==> config.mk <==
export PLATFORM = sky130hd
export DESIGN_NAME = fam_exc_unit
export DESIGN_NICKNAME = d
export VERILOG_FILES = /design/src/shared/fam_pkg.sv /design/src/design/fam_align_check.sv /design/src/design/fam_exc_unit.sv
export SDC_FILE = /design/constraint.sdc
export NUM_CORES = 1
export LEC_CHECK = 0
export ABC_AREA = 1
export BUFFER_PORTS_ARGS = -buffer_cell sky130_fd_sc_hd__buf_2
export CORE_AREA = 5 5 119 165
export CTS_CLUSTER_SIZE = 10
export DETAILED_ROUTE_END_ITERATION = 10
export DIE_AREA = 0 0 124 170
export GPL_ROUTABILITY_DRIVEN = 0
export HOLD_SLACK_MARGIN = 0.06
export PLACE_DENSITY = 0.7
export SLEW_MARGIN = 15
export SYNTH_ARGS = -nofsm -noshare
export SYNTH_HDL_FRONTEND = slang
export SYNTH_SLANG_ARGS = --single-unit
==> constraint.sdc <==
create_clock -name clk_i -period 2.1 [get_ports clk_i]
set_input_delay 0.105 -clock clk_i [delete_from_list [all_inputs] [get_ports clk_i]]
set_output_delay 0.105 -clock clk_i [all_outputs]
set_load 0.05 [all_outputs]
==> src/shared/fam_pkg.sv <==
// Constants, register map and encodings of the fault delivery unit.
// Assumes a single core clock domain and a plain register port.
`default_nettype none
package fam_pkg;
   // Register byte offsets on the plain register port
   localparam logic [7:0] OFS_CTRL = 8'h00;
   localparam logic [7:0] OFS_FPU_MASK = 8'h04;
   localparam logic [7:0] OFS_FPU_STATUS = 8'h08;
   localparam logic [7:0] OFS_FPU_IP = 8'h0c;
   localparam logic [7:0] OFS_MCHK_STATUS = 8'h10;
   localparam logic [7:0] OFS_MCHK_ADDR = 8'h14;
   localparam logic [7:0] OFS_LAST_EXC = 8'h18;
   // Control register fields
   localparam int CTRL_W = 4;
   localparam int CTRL_NUM_ERR_BIT = 0;
   localparam int CTRL_ALIGN_MASK_BIT = 1;
   localparam int CTRL_MCHK_EN_BIT = 2;
   localparam int CTRL_PIN_EN_BIT = 3;
   localparam logic [3:0] CTRL_RST = 4'h0;
   // Floating-point status flags; stack fault shares the invalid mask
   localparam int FLG_W = 7;
   localparam int FLG_INVALID = 0;
   localparam int FLG_DENORM = 1;
   localparam int FLG_ZERO_DIV = 2;
   localparam int FLG_OVERFLOW = 3;
   localparam int FLG_UNDERFLOW = 4;
   localparam int FLG_INEXACT = 5;
   localparam int FLG_STACK = 6;
   localparam int FPU_PEND_BIT = 7;
   localparam int MASK_W = 6;
   localparam logic [5:0] MASK_RST = 6'h3f;
   localparam logic [6:0] FLG_RST = 7'h00;
   // Machine-check status fields
   localparam int MCHK_W = 6;
   localparam int MCHK_VALID = 0;
   localparam int MCHK_INTERNAL = 1;
   localparam int MCHK_BUS = 2;
   localparam int MCHK_PIN_ERR = 3;
   localparam int MCHK_PIN_INIT = 4;
   localparam int MCHK_SHUTDOWN = 5;
   // Exception vectors
   localparam logic [7:0] VEC_GEN_PROT = 8'h0d;
   localparam logic [7:0] VEC_FPU = 8'h10;
   localparam logic [7:0] VEC_MISALIGN = 8'h11;
   localparam logic [7:0] VEC_MCHK = 8'h12;
   localparam logic [7:0] VEC_SIMD = 8'h13;
   localparam logic [31:0] MISALIGN_ERR_CODE = 32'h0000_0000;
   localparam logic [31:0] GEN_PROT_ERR_CODE = 32'h0000_0000;
   localparam logic [1:0] USER_LEVEL = 2'h3;
   // Low-address masks of the alignment classes
   localparam logic [3:0] ALN_WORD = 4'h1;
   localparam logic [3:0] ALN_DWORD = 4'h3;
   localparam logic [3:0] ALN_QUAD = 4'h7;
   localparam logic [3:0] ALN_DQUAD = 4'hf;
   // Misaligned extended-state area: 1 raises misalign fault when alignment checking is on (else protection fault), 0 protection fault
   localparam logic EXT_AREA_MISALIGN = 1'b0;

   typedef enum logic [3:0] {
      FC_NONE, FC_WAITING, FC_WAIT, FC_INIT_NW, FC_CLEAR_NW, FC_STSW_NW,
      FC_STCW_NW, FC_STENV_NW, FC_SAVE_NW, FC_EXT_SAVE, FC_EXT_RESTORE
   } fam_fp_class_t;

   typedef enum logic [4:0] {
      DT_BYTE, DT_WORD, DT_DWORD, DT_SINGLE, DT_DOUBLE, DT_EXTENDED, DT_QUAD,
      DT_DQUAD, DT_SELECTOR, DT_FAR32, DT_FAR48, DT_PTR32, DT_TABLE_IMAGE,
      DT_ENV_AREA, DT_SAVE_AREA, DT_BIT_STRING, DT_EXT_AREA, DT_UNALIGNED_128
   } fam_dtype_t;

   typedef enum logic [1:0] {SEG_DATA, SEG_STACK, SEG_CODE, SEG_SYSTEM} fam_seg_t;
endpackage : fam_pkg
`default_nettype wire

==> src/design/fam_align_check.sv <==
// Alignment checker for one memory operand.
// Assumes the pipeline presents access attributes in the cycle of the access.
`timescale 1ns/1ps
`default_nettype none
module fam_align_check (
   input wire logic valid_i,
   input wire logic align_mask_en_i,
   input wire logic align_flag_i,
   input wire logic [1:0] priv_level_i,
   input wire fam_pkg::fam_seg_t seg_i,
   input wire logic implicit_sup_i,
   input wire fam_pkg::fam_dtype_t dtype_i,
   input wire logic opsize32_i,
   input wire logic [3:0] addr_lo_i,
   output logic misalign_o,
   output logic gen_prot_o
);
   logic data_seg;
   logic check_on;
   logic [3:0] need_mask;
   logic odd;
   logic ext_bad;
   logic dquad_bad;

   assign data_seg = (seg_i == fam_pkg::SEG_DATA) || (seg_i == fam_pkg::SEG_STACK);
   assign check_on = valid_i && align_mask_en_i && align_flag_i && data_seg &&
                     (priv_level_i == fam_pkg::USER_LEVEL) && !implicit_sup_i;

   always_comb begin
      case (dtype_i)
         fam_pkg::DT_WORD, fam_pkg::DT_SELECTOR, fam_pkg::DT_FAR32: need_mask = fam_pkg::ALN_WORD;
         fam_pkg::DT_DWORD, fam_pkg::DT_SINGLE, fam_pkg::DT_FAR48, fam_pkg::DT_PTR32,
         fam_pkg::DT_TABLE_IMAGE: need_mask = fam_pkg::ALN_DWORD;
         fam_pkg::DT_DOUBLE, fam_pkg::DT_EXTENDED, fam_pkg::DT_QUAD,
         fam_pkg::DT_UNALIGNED_128: need_mask = fam_pkg::ALN_QUAD;
         fam_pkg::DT_ENV_AREA, fam_pkg::DT_SAVE_AREA, fam_pkg::DT_BIT_STRING:
            need_mask = opsize32_i ? fam_pkg::ALN_DWORD : fam_pkg::ALN_WORD;
         default: need_mask = 4'h0;
      endcase
   end

   assign odd = |(addr_lo_i & need_mask);
   // 16-byte classes fault on protection regardless of alignment checking
   assign dquad_bad = valid_i && (dtype_i == fam_pkg::DT_DQUAD) &&
                      |(addr_lo_i & fam_pkg::ALN_DQUAD);
   assign ext_bad = valid_i && (dtype_i == fam_pkg::DT_EXT_AREA) &&
                    |(addr_lo_i & fam_pkg::ALN_DQUAD);

   assign gen_prot_o = dquad_bad || (ext_bad && !(check_on && fam_pkg::EXT_AREA_MISALIGN));
   assign misalign_o = !gen_prot_o && check_on &&
                       (odd || (ext_bad && fam_pkg::EXT_AREA_MISALIGN));
endmodule : fam_align_check
`default_nettype wire

==> src/design/fam_exc_unit.sv <==
// Floating-point error, alignment fault and machine-check delivery unit.
// Assumes one instruction slot per cycle from the pipeline and synchronous pins.
//
// How it works
// - Floating-point error vector 16 is raised only with numeric error enable set.
// - SIMD floating-point errors go out on vector 19, never vector 16.
// - Six error types, invalid split in two, each with flag and mask.
// - A masked error yields the default result and raises nothing.
// - An unmasked error sets its flag, pends only with numeric error enable set, and fires at the next waiting instruction.
// - Non-waiting control instructions run without checking the pending error.
// - Extended state save and restore never take the pending error.
// - The floating-point error exception carries no error code.
// - Saved pointer names the waiting instruction; faulting pointer stays in a register.
// - Alignment faults, vector 17, only for data and stack segment accesses.
// - Per data type divisors of 2, 4, 8 or 16 as the table lists.
// - Misaligned 16-byte operands raise protection fault, not alignment fault.
// - Alignment checks need alignment mask, alignment flag and user level 3.
// - Implicit supervisor references never raise an alignment fault.
// - Misaligned extended-state area raises one fixed choice of fault.
// - Unaligned 128-bit moves fault on alignment only when not 8-byte aligned.
// - Alignment fault pushes code zero and points at the unexecuted instruction.
// - Internal or bus machine errors raise the abort on vector 18.
// - An enabled external error pin captures information and raises the abort.
// - With machine-check enable clear, a machine error enters shutdown instead.
//
// Added by the designer: the register addresses and the strobed register port.
`timescale 1ns/1ps
`default_nettype none
module fam_exc_unit (
   input wire logic clk_i,
   input wire logic resetn_i,
   // Register port
   input wire logic [7:0] reg_addr_i,
   input wire logic [31:0] reg_wdata_i,
   input wire logic reg_wr_i,
   input wire logic reg_rd_i,
   output logic [31:0] reg_rdata_o,
   // Processor state
   input wire logic align_flag_i,
   input wire logic [1:0] priv_level_i,
   // Floating-point execution reports
   input wire logic fpu_err_valid_i,
   input wire logic [6:0] fpu_err_i,
   input wire logic [31:0] fpu_err_ip_i,
   input wire logic fp_insn_valid_i,
   input wire fam_pkg::fam_fp_class_t fp_class_i,
   input wire logic [15:0] insn_cs_i,
   input wire logic [31:0] insn_ip_i,
   input wire logic simd_err_i,
   // Memory operand of the current instruction
   input wire logic mem_valid_i,
   input wire fam_pkg::fam_seg_t mem_seg_i,
   input wire logic mem_implicit_sup_i,
   input wire fam_pkg::fam_dtype_t mem_dtype_i,
   input wire logic mem_opsize32_i,
   input wire logic [31:0] mem_addr_i,
   // Machine error sources
   input wire logic mchk_internal_i,
   input wire logic mchk_bus_i,
   input wire logic [31:0] mchk_bus_addr_i,
   input wire logic machine_error_pin_n_i,
   input wire logic bus_init_error_pin_n_i,
   // Delivery
   output logic cancel_o,
   output logic exc_valid_o,
   output logic [7:0] exc_vector_o,
   output logic exc_abort_o,
   output logic exc_has_code_o,
   output logic [31:0] exc_code_o,
   output logic [15:0] exc_cs_o,
   output logic [31:0] exc_ip_o,
   output logic fpu_default_o,
   output logic shutdown_o
);
   logic [3:0] ctrl_reg;
   logic [5:0] mask_reg;
   logic [6:0] flags_reg;
   logic pend_reg;
   logic [31:0] fpu_ip_reg;
   logic [5:0] mchk_stat_reg;
   logic [31:0] mchk_addr_reg;
   logic pin_prev_reg;
   logic exc_valid_reg;
   logic [7:0] exc_vector_reg;
   logic exc_abort_reg;
   logic exc_has_code_reg;
   logic [31:0] exc_code_reg;
   logic [15:0] exc_cs_reg;
   logic [31:0] exc_ip_reg;
   logic fpu_default_reg;
   logic [31:0] rdata_reg;
   logic [7:0] last_vec_reg;

   logic [3:0] ctrl_next;
   logic [5:0] mask_next;
   logic [6:0] flags_next;
   logic pend_next;
   logic [5:0] mchk_stat_next;

   // Decode
   wire num_err_en = ctrl_reg[fam_pkg::CTRL_NUM_ERR_BIT];
   wire align_mask_en = ctrl_reg[fam_pkg::CTRL_ALIGN_MASK_BIT];
   wire mchk_en = ctrl_reg[fam_pkg::CTRL_MCHK_EN_BIT];
   wire pin_en = ctrl_reg[fam_pkg::CTRL_PIN_EN_BIT];
   wire shut = mchk_stat_reg[fam_pkg::MCHK_SHUTDOWN];
   wire wr_ctrl = reg_wr_i && (reg_addr_i == fam_pkg::OFS_CTRL);
   wire wr_mask = reg_wr_i && (reg_addr_i == fam_pkg::OFS_FPU_MASK);
   wire wr_fstat = reg_wr_i && (reg_addr_i == fam_pkg::OFS_FPU_STATUS);
   wire wr_mstat = reg_wr_i && (reg_addr_i == fam_pkg::OFS_MCHK_STATUS);

   // Floating-point error tracking
   wire [6:0] err_in = fpu_err_valid_i ? fpu_err_i : 7'h00;
   wire [6:0] full_mask = {mask_reg[fam_pkg::FLG_INVALID], mask_reg};
   wire unmasked_err = |(err_in & ~full_mask);
   wire masked_only = |err_in && !unmasked_err;
   wire is_waiting = fp_insn_valid_i &&
                     ((fp_class_i == fam_pkg::FC_WAITING) || (fp_class_i == fam_pkg::FC_WAIT));
   wire insn_clear = fp_insn_valid_i &&
                     ((fp_class_i == fam_pkg::FC_INIT_NW) || (fp_class_i == fam_pkg::FC_CLEAR_NW));
   wire fpu_want = is_waiting && pend_reg && num_err_en;

   // Alignment check of the memory operand
   wire misalign;
   wire gen_prot;
   fam_align_check u_align (
      .valid_i(mem_valid_i),
      .align_mask_en_i(align_mask_en),
      .align_flag_i(align_flag_i),
      .priv_level_i(priv_level_i),
      .seg_i(mem_seg_i),
      .implicit_sup_i(mem_implicit_sup_i),
      .dtype_i(mem_dtype_i),
      .opsize32_i(mem_opsize32_i),
      .addr_lo_i(mem_addr_i[3:0]),
      .misalign_o(misalign),
      .gen_prot_o(gen_prot)
   );

   // Machine error sources; a held pin counts once on assertion
   wire pin_level = pin_en && (!machine_error_pin_n_i || !bus_init_error_pin_n_i);
   wire pin_event = pin_level && !pin_prev_reg;
   wire mchk_event = !shut && (mchk_internal_i || mchk_bus_i || pin_event);

   // Single winner per cycle: abort, protection, alignment, pending, SIMD
   wire take_mchk = mchk_event && mchk_en;
   wire go_shut = mchk_event && !mchk_en;
   wire open_slot = !mchk_event && !shut;
   wire take_gen_prot = open_slot && gen_prot;
   wire take_misalign = open_slot && !gen_prot && misalign;
   wire mem_fault = gen_prot || misalign;
   wire take_fpu = open_slot && !mem_fault && fpu_want;
   wire take_simd = open_slot && !mem_fault && !fpu_want && simd_err_i;
   wire take_any = take_mchk || take_gen_prot || take_misalign || take_fpu || take_simd;

   wire [7:0] vec_sel = take_mchk ? fam_pkg::VEC_MCHK :
                        take_gen_prot ? fam_pkg::VEC_GEN_PROT :
                        take_misalign ? fam_pkg::VEC_MISALIGN :
                        take_fpu ? fam_pkg::VEC_FPU : fam_pkg::VEC_SIMD;
   wire code_sel = take_gen_prot || take_misalign;
   wire [31:0] code_val = take_misalign ? fam_pkg::MISALIGN_ERR_CODE : fam_pkg::GEN_PROT_ERR_CODE;

   // Cancelling the instruction keeps architectural state unchanged
   assign cancel_o = take_any || go_shut;

   // Next-state logic; hardware sets win over any clear in the same cycle
   wire [6:0] sw_flag_clr = wr_fstat ? reg_wdata_i[6:0] : 7'h00;
   wire sw_pend_clr = wr_fstat && reg_wdata_i[fam_pkg::FPU_PEND_BIT];
   wire [6:0] flag_clr = sw_flag_clr | {7{insn_clear}};
   wire pend_set = unmasked_err && num_err_en;
   wire pend_clr = take_fpu || insn_clear || sw_pend_clr;

   always_comb begin
      ctrl_next = wr_ctrl ? reg_wdata_i[3:0] : ctrl_reg;
      mask_next = wr_mask ? reg_wdata_i[5:0] : mask_reg;
      flags_next = (flags_reg & ~flag_clr) | err_in;
      pend_next = pend_set || (pend_reg && !pend_clr);
      mchk_stat_next = mchk_stat_reg;
      if (wr_mstat) begin
         mchk_stat_next[4:0] = mchk_stat_reg[4:0] & ~reg_wdata_i[4:0];
      end
      if (mchk_event) begin
         mchk_stat_next[fam_pkg::MCHK_VALID] = 1'b1;
         mchk_stat_next[fam_pkg::MCHK_INTERNAL] = mchk_stat_next[fam_pkg::MCHK_INTERNAL] | mchk_internal_i;
         mchk_stat_next[fam_pkg::MCHK_BUS] = mchk_stat_next[fam_pkg::MCHK_BUS] | mchk_bus_i;
         mchk_stat_next[fam_pkg::MCHK_PIN_ERR] = mchk_stat_next[fam_pkg::MCHK_PIN_ERR] |
                                                 (pin_event && !machine_error_pin_n_i);
         mchk_stat_next[fam_pkg::MCHK_PIN_INIT] = mchk_stat_next[fam_pkg::MCHK_PIN_INIT] |
                                                  (pin_event && !bus_init_error_pin_n_i);
      end
      if (go_shut) begin
         mchk_stat_next[fam_pkg::MCHK_SHUTDOWN] = 1'b1;
      end
   end

   // Register read mux, unmapped addresses read zero
   wire [31:0] rd_mux =
      (reg_addr_i == fam_pkg::OFS_CTRL) ? {28'h0000000, ctrl_reg} :
      (reg_addr_i == fam_pkg::OFS_FPU_MASK) ? {26'h0, mask_reg} :
      (reg_addr_i == fam_pkg::OFS_FPU_STATUS) ? {24'h000000, pend_reg, flags_reg} :
      (reg_addr_i == fam_pkg::OFS_FPU_IP) ? fpu_ip_reg :
      (reg_addr_i == fam_pkg::OFS_MCHK_STATUS) ? {26'h0, mchk_stat_reg} :
      (reg_addr_i == fam_pkg::OFS_MCHK_ADDR) ? mchk_addr_reg :
      (reg_addr_i == fam_pkg::OFS_LAST_EXC) ? {24'h000000, last_vec_reg} : 32'h0000_0000;

   always_ff @(posedge clk_i) begin
      if (!resetn_i) begin
         ctrl_reg <= fam_pkg::CTRL_RST;
         mask_reg <= fam_pkg::MASK_RST;
         flags_reg <= fam_pkg::FLG_RST;
         pend_reg <= 1'b0;
         mchk_stat_reg <= 6'h00;
         pin_prev_reg <= 1'b0;
         rdata_reg <= 32'h0000_0000;
      end else begin
         ctrl_reg <= ctrl_next;
         mask_reg <= mask_next;
         flags_reg <= flags_next;
         pend_reg <= pend_next;
         mchk_stat_reg <= mchk_stat_next;
         pin_prev_reg <= pin_level;
         rdata_reg <= reg_rd_i ? rd_mux : 32'h0000_0000;
      end
   end

   // Captured pointers and addresses
   always_ff @(posedge clk_i) begin
      if (!resetn_i) begin
         fpu_ip_reg <= 32'h0000_0000;
         mchk_addr_reg <= 32'h0000_0000;
         last_vec_reg <= 8'h00;
      end else begin
         if (fpu_err_valid_i && |fpu_err_i) begin
            fpu_ip_reg <= fpu_err_ip_i;
         end
         if (mchk_event) begin
            mchk_addr_reg <= mchk_bus_addr_i;
         end
         if (take_any) begin
            last_vec_reg <= vec_sel;
         end
      end
   end

   // Delivery record, one cycle after the decision
   always_ff @(posedge clk_i) begin
      if (!resetn_i) begin
         exc_valid_reg <= 1'b0;
         exc_vector_reg <= 8'h00;
         exc_abort_reg <= 1'b0;
         exc_has_code_reg <= 1'b0;
         exc_code_reg <= 32'h0000_0000;
         exc_cs_reg <= 16'h0000;
         exc_ip_reg <= 32'h0000_0000;
         fpu_default_reg <= 1'b0;
      end else begin
         exc_valid_reg <= take_any;
         exc_vector_reg <= take_any ? vec_sel : 8'h00;
         exc_abort_reg <= take_mchk;
         exc_has_code_reg <= take_any && code_sel;
         exc_code_reg <= (take_any && code_sel) ? code_val : 32'h0000_0000;
         exc_cs_reg <= take_any ? insn_cs_i : 16'h0000;
         exc_ip_reg <= take_any ? insn_ip_i : 32'h0000_0000;
         fpu_default_reg <= masked_only;
      end
   end

   assign reg_rdata_o = rdata_reg;
   assign exc_valid_o = exc_valid_reg;
   assign exc_vector_o = exc_vector_reg;
   assign exc_abort_o = exc_abort_reg;
   assign exc_has_code_o = exc_has_code_reg;
   assign exc_code_o = exc_code_reg;
   assign exc_cs_o = exc_cs_reg;
   assign exc_ip_o = exc_ip_reg;
   assign fpu_default_o = fpu_default_reg;
   assign shutdown_o = shut;
endmodule : fam_exc_unit
`default_nettype wire

== Word level (Yosys, flattened, before mapping) ==
Index checks and enable logic that the tools add are counted.
Word-level totals
  output and inout bits: 126
  flip-flop bits (word level): 189
  word-level logic and storage cells: 169
  bits of input ports: 219
Operators by class
  mux-type cells: 17
  eq/ne operators: 29
  reductions and logical operators: 86
  bitwise gates (word level): 15
Operator list (count)
  32-bit 2-to-1 mux: 3
  5-bit by 4-bit == test with 1-bit output, second input constant: 8
  1-bit logical AND: 40
  8-bit by 5-bit == test with 1-bit output, second input constant: 3
  7-bit OR reduction: 3
  5-bit by 3-bit == test with 1-bit output, second input constant: 4
  5-bit 2-to-1 mux: 4
  1-bit logical OR: 17
  8-bit by 4-bit == test with 1-bit output, second input constant: 2
  8-bit 2-to-1 mux: 2
  4-bit one-hot mux with 4 select lines: 1
  4-bit OR reduction: 4
  7-bit AND: 2
  7-bit 2-to-1 mux: 2
  7-bit inverter: 2
  7-bit bitwise OR: 2
  1-bit zero test: 12
  5-bit by 2-bit == test with 1-bit output, second input constant: 2
  5-bit == test, second input constant: 2
  5-bit OR reduction: 2
  3-bit OR reduction: 3
  4-bit by 2-bit == test with 1-bit output, second input constant: 2
  8-bit by 3-bit == test with 1-bit output, second input constant: 1
  8-bit zero test: 1
  other kinds (16): 23

== Depth between registers and ports, before layout ==
  depth after elaboration: 16
  gate-level depth with buffers: 13
  depth with buffers taken out: 12

== Modules after synthesis ==
A second synthesis with hierarchy kept.
Unflattened totals
  cell total of the unflattened synthesis: 942
  area, all modules: 7315.8 sq um
By module, submodules not included
  fam_exc_unit: seq. area each 3623.5 sq um, times used 1, cells an instance 905, area each 7160.6 sq um
  fam_align_check: seq. area each 0.0 sq um, times used 1, cells an instance 37, area each 155.1 sq um

== Worst setup path before layout ==
No wires, ideal clock.
  kind: reg2reg
  start point: register mchk_stat_reg[5]
  end point: register exc_cs_reg[10] (netlist: exc_cs_o[10])
  path buffers: 2
  data arrival time: 1720 ps
  setup slack: 269 ps
  clock period less this slack: 1831 ps
  cell stages (with the launch flop): 10
  cell sequence: dfxtp_1 -> nor2_2 -> nand3_1 -> nand2_1 -> nor2_1 -> nand3_2 -> nand2_2 -> buf_6 -> buf_8 -> nor2_2
On the way
  word-level cells in the longest chain between the ends: 10
Ends and longest elaborated chain
  from (decl): RTL line fam_exc_unit.sv:80  | logic [5:0] mchk_stat_reg;
  from (signal assigned): RTL line fam_exc_unit.sv:219  | mchk_stat_reg <= mchk_stat_next;
  1-bit zero test (*): RTL line fam_exc_unit.sv:142, fam_exc_unit.sv:147
  1-bit logical AND: RTL line fam_exc_unit.sv:142  | wire mchk_event = !shut && (mchk_internal_i || mchk_bus_i || pin_event);
  1-bit zero test: RTL line fam_exc_unit.sv:147  | wire open_slot = !mchk_event && !shut;
  1-bit logical AND: RTL line fam_exc_unit.sv:147
  1-bit logical AND (on tied branches): RTL line fam_exc_unit.sv:148, fam_exc_unit.sv:149
  1-bit logical OR or 1-bit logical AND (tied branches): RTL line fam_exc_unit.sv:153, fam_exc_unit.sv:149
  1-bit logical OR (2 in a row): RTL line fam_exc_unit.sv:153  | wire take_any = take_mchk || take_gen_prot || take_misalign || take_fpu || take_simd;
  1-bit logical OR (*): RTL line fam_exc_unit.sv:153
  2-bit AND reduction (no line) (*)
  to (signal assigned): RTL line fam_exc_unit.sv:261  | exc_cs_reg <= take_any ? insn_cs_i : 16'h0000;
  to (decl): RTL line fam_exc_unit.sv:88  | logic [15:0] exc_cs_reg;
Mark *: on every way between the ends. The rest lies on a longest branch, timed or not.
A chain may end at the register's enable or synchronous reset.

== Worst setup path in the final report ==
  start point: input machine_error_pin_n_i
  end point: output cancel_o
On the way
  word-level cells in the longest chain between the ends: 14
Ends and longest elaborated chain
  from (decl): RTL line fam_exc_unit.sv:61  | input wire logic machine_error_pin_n_i,
  1-bit zero test (*): RTL line fam_exc_unit.sv:140  | wire pin_level = pin_en && (!machine_error_pin_n_i || !bus_init_error_pin_n_i);
  1-bit logical OR (*): RTL line fam_exc_unit.sv:140
  1-bit logical AND (*): RTL line fam_exc_unit.sv:140
  1-bit logical AND (*): RTL line fam_exc_unit.sv:141  | wire pin_event = pin_level && !pin_prev_reg;
  1-bit logical OR (*): RTL line fam_exc_unit.sv:142
  1-bit logical AND (*): RTL line fam_exc_unit.sv:142
  1-bit zero test: RTL line fam_exc_unit.sv:147
  1-bit logical AND: RTL line fam_exc_unit.sv:147
  1-bit logical AND (on tied branches): RTL line fam_exc_unit.sv:148, fam_exc_unit.sv:149
  1-bit logical OR or 1-bit logical AND (tied branches): RTL line fam_exc_unit.sv:153, fam_exc_unit.sv:149
  1-bit logical OR (3 in a row): RTL line fam_exc_unit.sv:153
  1-bit logical OR (*): RTL line fam_exc_unit.sv:163  | assign cancel_o = take_any || go_shut;
  to (decl): RTL line fam_exc_unit.sv:64  | output logic cancel_o,
Marked as above.

==> out/qor.yml <==
clocking:
  cts_inserted_buffers: 17
  clock_sinks: 181
  clk_transition_reported_paths_ps: 60
  clockBufferDepth: 2
  clkLatencyLatePin_ps: 430
  cts_tree: "built"
  cts_htree_levels: 4
  cts.root.buffer_cell: "clkbuf_16"
global_routing:
  antenna_found_initial: 0
  grt_max_degree: 61
  grt_pass1_wl_um: 35100
  grt_pass1_vias: 7320
  track_usage_pct: 21.0
  overflow: 0
setup_path:
  cp_cell_sequence: "dlygate4sd3_1 -> buf_2 -> nand2_1 -> nand3b_4 -> nand2_4 -> inv_4 -> nor2_8 -> nand2_2 -> nand2_1 -> nor2_2 -> nand3_2 -> inv_1 -> nand2_1 -> buf_6"
  cp_common_cell: "nand2_1"
  critPathArrivalTime_ps: 1890
  start_kind: "input port"
  required_ps: 2000
  end_kind: "output pin"
  cpPeakStageDelay_ps: 560
  slowest_stage: "dlygate4sd3_1"
  worst-path-buf-inv: 5
  crit_family: "buffers and inverters"
  crit_fanout: 4
  criticalPathCategory: "in2out"
synthesis:
  synth_area_um2: 7040
  synth_warnings: 0
  synth_edf_count: 0
  ys_ff_latch: 181
  netlist_top_cells_area: "dfxtp_1 51%, nor2_1 8.9%, nand2_1 8.4%, o21ai_0 5.3%, inv_1 4.9%"
  yosysTopAreaCellShare_pct: 51.5
  synthTopCellsByCount: "181 x dfxtp_1, 167 x nor2_1, 157 x nand2_1, 92 x inv_1, 74 x o21ai_0"
  synth_seq_area_share_pct: 51.5
  synth_cell_type_count: 35
  synth_most_common_cell: "dfxtp_1"
  ys.flop_type: "dfxtp_1"
  async_flop_share_pct: 0
  syn_avg_cell_area_um2: 7.60
  synth_area_leader_cell: "dfxtp_1"
  synth_cells: 926
flow_run:
  drv_cap: 0
timing:
  fin_setup_tns_ps: 0
  setup_viol: 0
  skew_ps: 9.55
  final.min_clock_period_ps: 2000
  slew_headroom_pct: 63.4
  fin_crit_sh_pct: 95.0
  finalHoldViolations: 0
  finalMaxSlewViolations: 0
  rsz0062_at_grt: "false"
  tightest_slew_ps: 546
  max_freq_mhz: 501
pwr:
  p_clk_share_pct: 39.5
  power_density_nw_per_um2: 753
  p_comb_share_pct: 14.0
  max-vdd-ir-drop_mv: 0.512
  cellLeakagePower_nw: 5.21
  seqPwrFrac_pct: 46.5
  p_int_mw: 5.70
  p_switching_mw: 2.18
  swShare_pct: 27.7
detailed_routing:
  dr_wl_met3_um: 2180
  wl_met1_um: 8400
  avgRoutedWirePerCell_um: 14.5
  drtIter0Drc: 473
  dr.pass1.iters: 6
  drc: 0
  route.vias.total: 7294
  routed-wl-met2_um: 11400
  vias_per_cell: 4.65
  final_antenna_net_count: 0
  routed_wl_um: 22700
  top_layer_used: "met4"
final_layout:
  final_nets: 1534
  nFillCells: 1549
  antenna_cells: 0
  syn_to_final_growth_pct: 48.7
  post-route-util_pct: 58.4
  drive_above_1_share_pct: 25.5
die:
  core_um2: 17900
  initial_core_util_pct: 39.3
  die_w_um: 124
  die_area_um2: 21100
  die_y_um: 170
  io_pins: 345
  rows: 58
worst_hold_path:
  hold_path_class: "in2reg"
outcome:
  status: "complete, no violations"
placement:
  io_buffer_count: 256
  hpwl_um: 15100
power by group through the flow:
stage / clock [mW] / combinational, mW / sequential, mW
2_1_floorplan: 0 / 0.539 / 3.81
3_3_place_gp: 0 / 0.867 / 3.73
3_5_place_dp: 0 / 0.878 / 3.74
4_1_cts: 3.20 / 1.09 / 3.66
5_1_grt: 3.34 / 1.20 / 3.67
6_report: 3.11 / 1.11 / 3.66
repair_timing:
| item | CTS | global route |
|---|---|---|
| hold buffers | 139 | 0 |
| pin swaps | 0 | 0 |
| gates resized for setup | 1 | 11 |
| endpoints found under the setup margin | 1 | 3 |
| setup buffers | 1 | 0 |
| endpoints found under the hold margin | 135 | 0 |
final timing paths:
| check | start | end | slack [ps] | cells after the start |
|---|---|---|---|---|
| setup / recovery | machine_error_pin_n_i | cancel_o | 100 | 14 |
| hold / removal | fpu_err_valid_i | flags_reg[3] | 100 | 3 |
| setup reg to reg | ctrl_reg[3] | mchk_stat_reg[4] | 170 | 8 |
| hold reg to reg | mchk_addr_reg[29] | reg_rdata_o[29] | 460 | 2 |
cells in the final DEF, fill, tap and decap left out, types with 4 or more instances in the layout:
cell           Yosys  layout
o21ai_0           74      74
nand3_1           38      37
nor2_2            15      16
nand4_1            9       9
nand2_2            4       4
dlygate4sd3_1      0     139
conb_1             1      35
dfxtp_1          181     180
buf_4             37      12
nor2_1           167     165
inv_1             92      92
nand2_1          157     156
clkbuf_16          0      17
nor3_1            33      33
a21oi_1           53      53
buf_2              7     255
per-stage QoR:
stage / power [mW] / setup WS, ps / instances / area (um2) / hold WS (ps)
6_report: 7.88 / 105 / 1568 / 10500 / 103
3_3_place_gp: 4.60 / 370 / 1396 / 8450 / 318
3_5_place_dp: 4.61 / 317 / 1396 / 8450 / 323
2_1_floorplan: 4.35 / 269 / 960 / 7170 / 217
5_1_grt: 8.21 / 9.20 / 1568 / 10500 / 91.1
4_1_cts: 7.94 / 23.4 / 1568 / 10400 / 63.0
kinds of logic (layout without fill, tap and decap cells):
family                 count (synthesis)  in the layout  synth area share [%]
AO/OA/AOI/OAI                        137            137                  10.1
flip-flops                           181            181                  51.5
AND/OR/NAND/NOR                      435            435                  26.6
buffers and inverters                172            540                  11.8
other                                  1             35                0.0533
worst reg2reg max path: stages, from the launching register on:
cell	delay (ps)
dfxtp_1	430
nand3b_4	140
nand2_4	110
inv_4	50
nor2_8	110
buf_8	230
nand2_1	90
a21oi_1	140
dlygate4sd3_1	580
metal layers:
layer	GRT usage (%)	up-vias
li1	-	3625
met1	22.6	3257
met2	38.1	355
met3	5.45	57
met4	9.06	0
met5	0	-
layout make-up:
type / count / area (um2) / share of cell area (%)
clock buffers: 18 / 429 / 4.10
clock inverters: 14 / 144 / 1.38
inverters: 97 / 367 / 3.50
multi-input cells: 607 / 2760 / 26.3
flip-flops and latches: 181 / 3620 / 34.6
well taps: 240 / 300 / 2.87
repair buffers: 411 / 2840 / 27.2
Note: power is estimated with default switching activity, not from simulation.
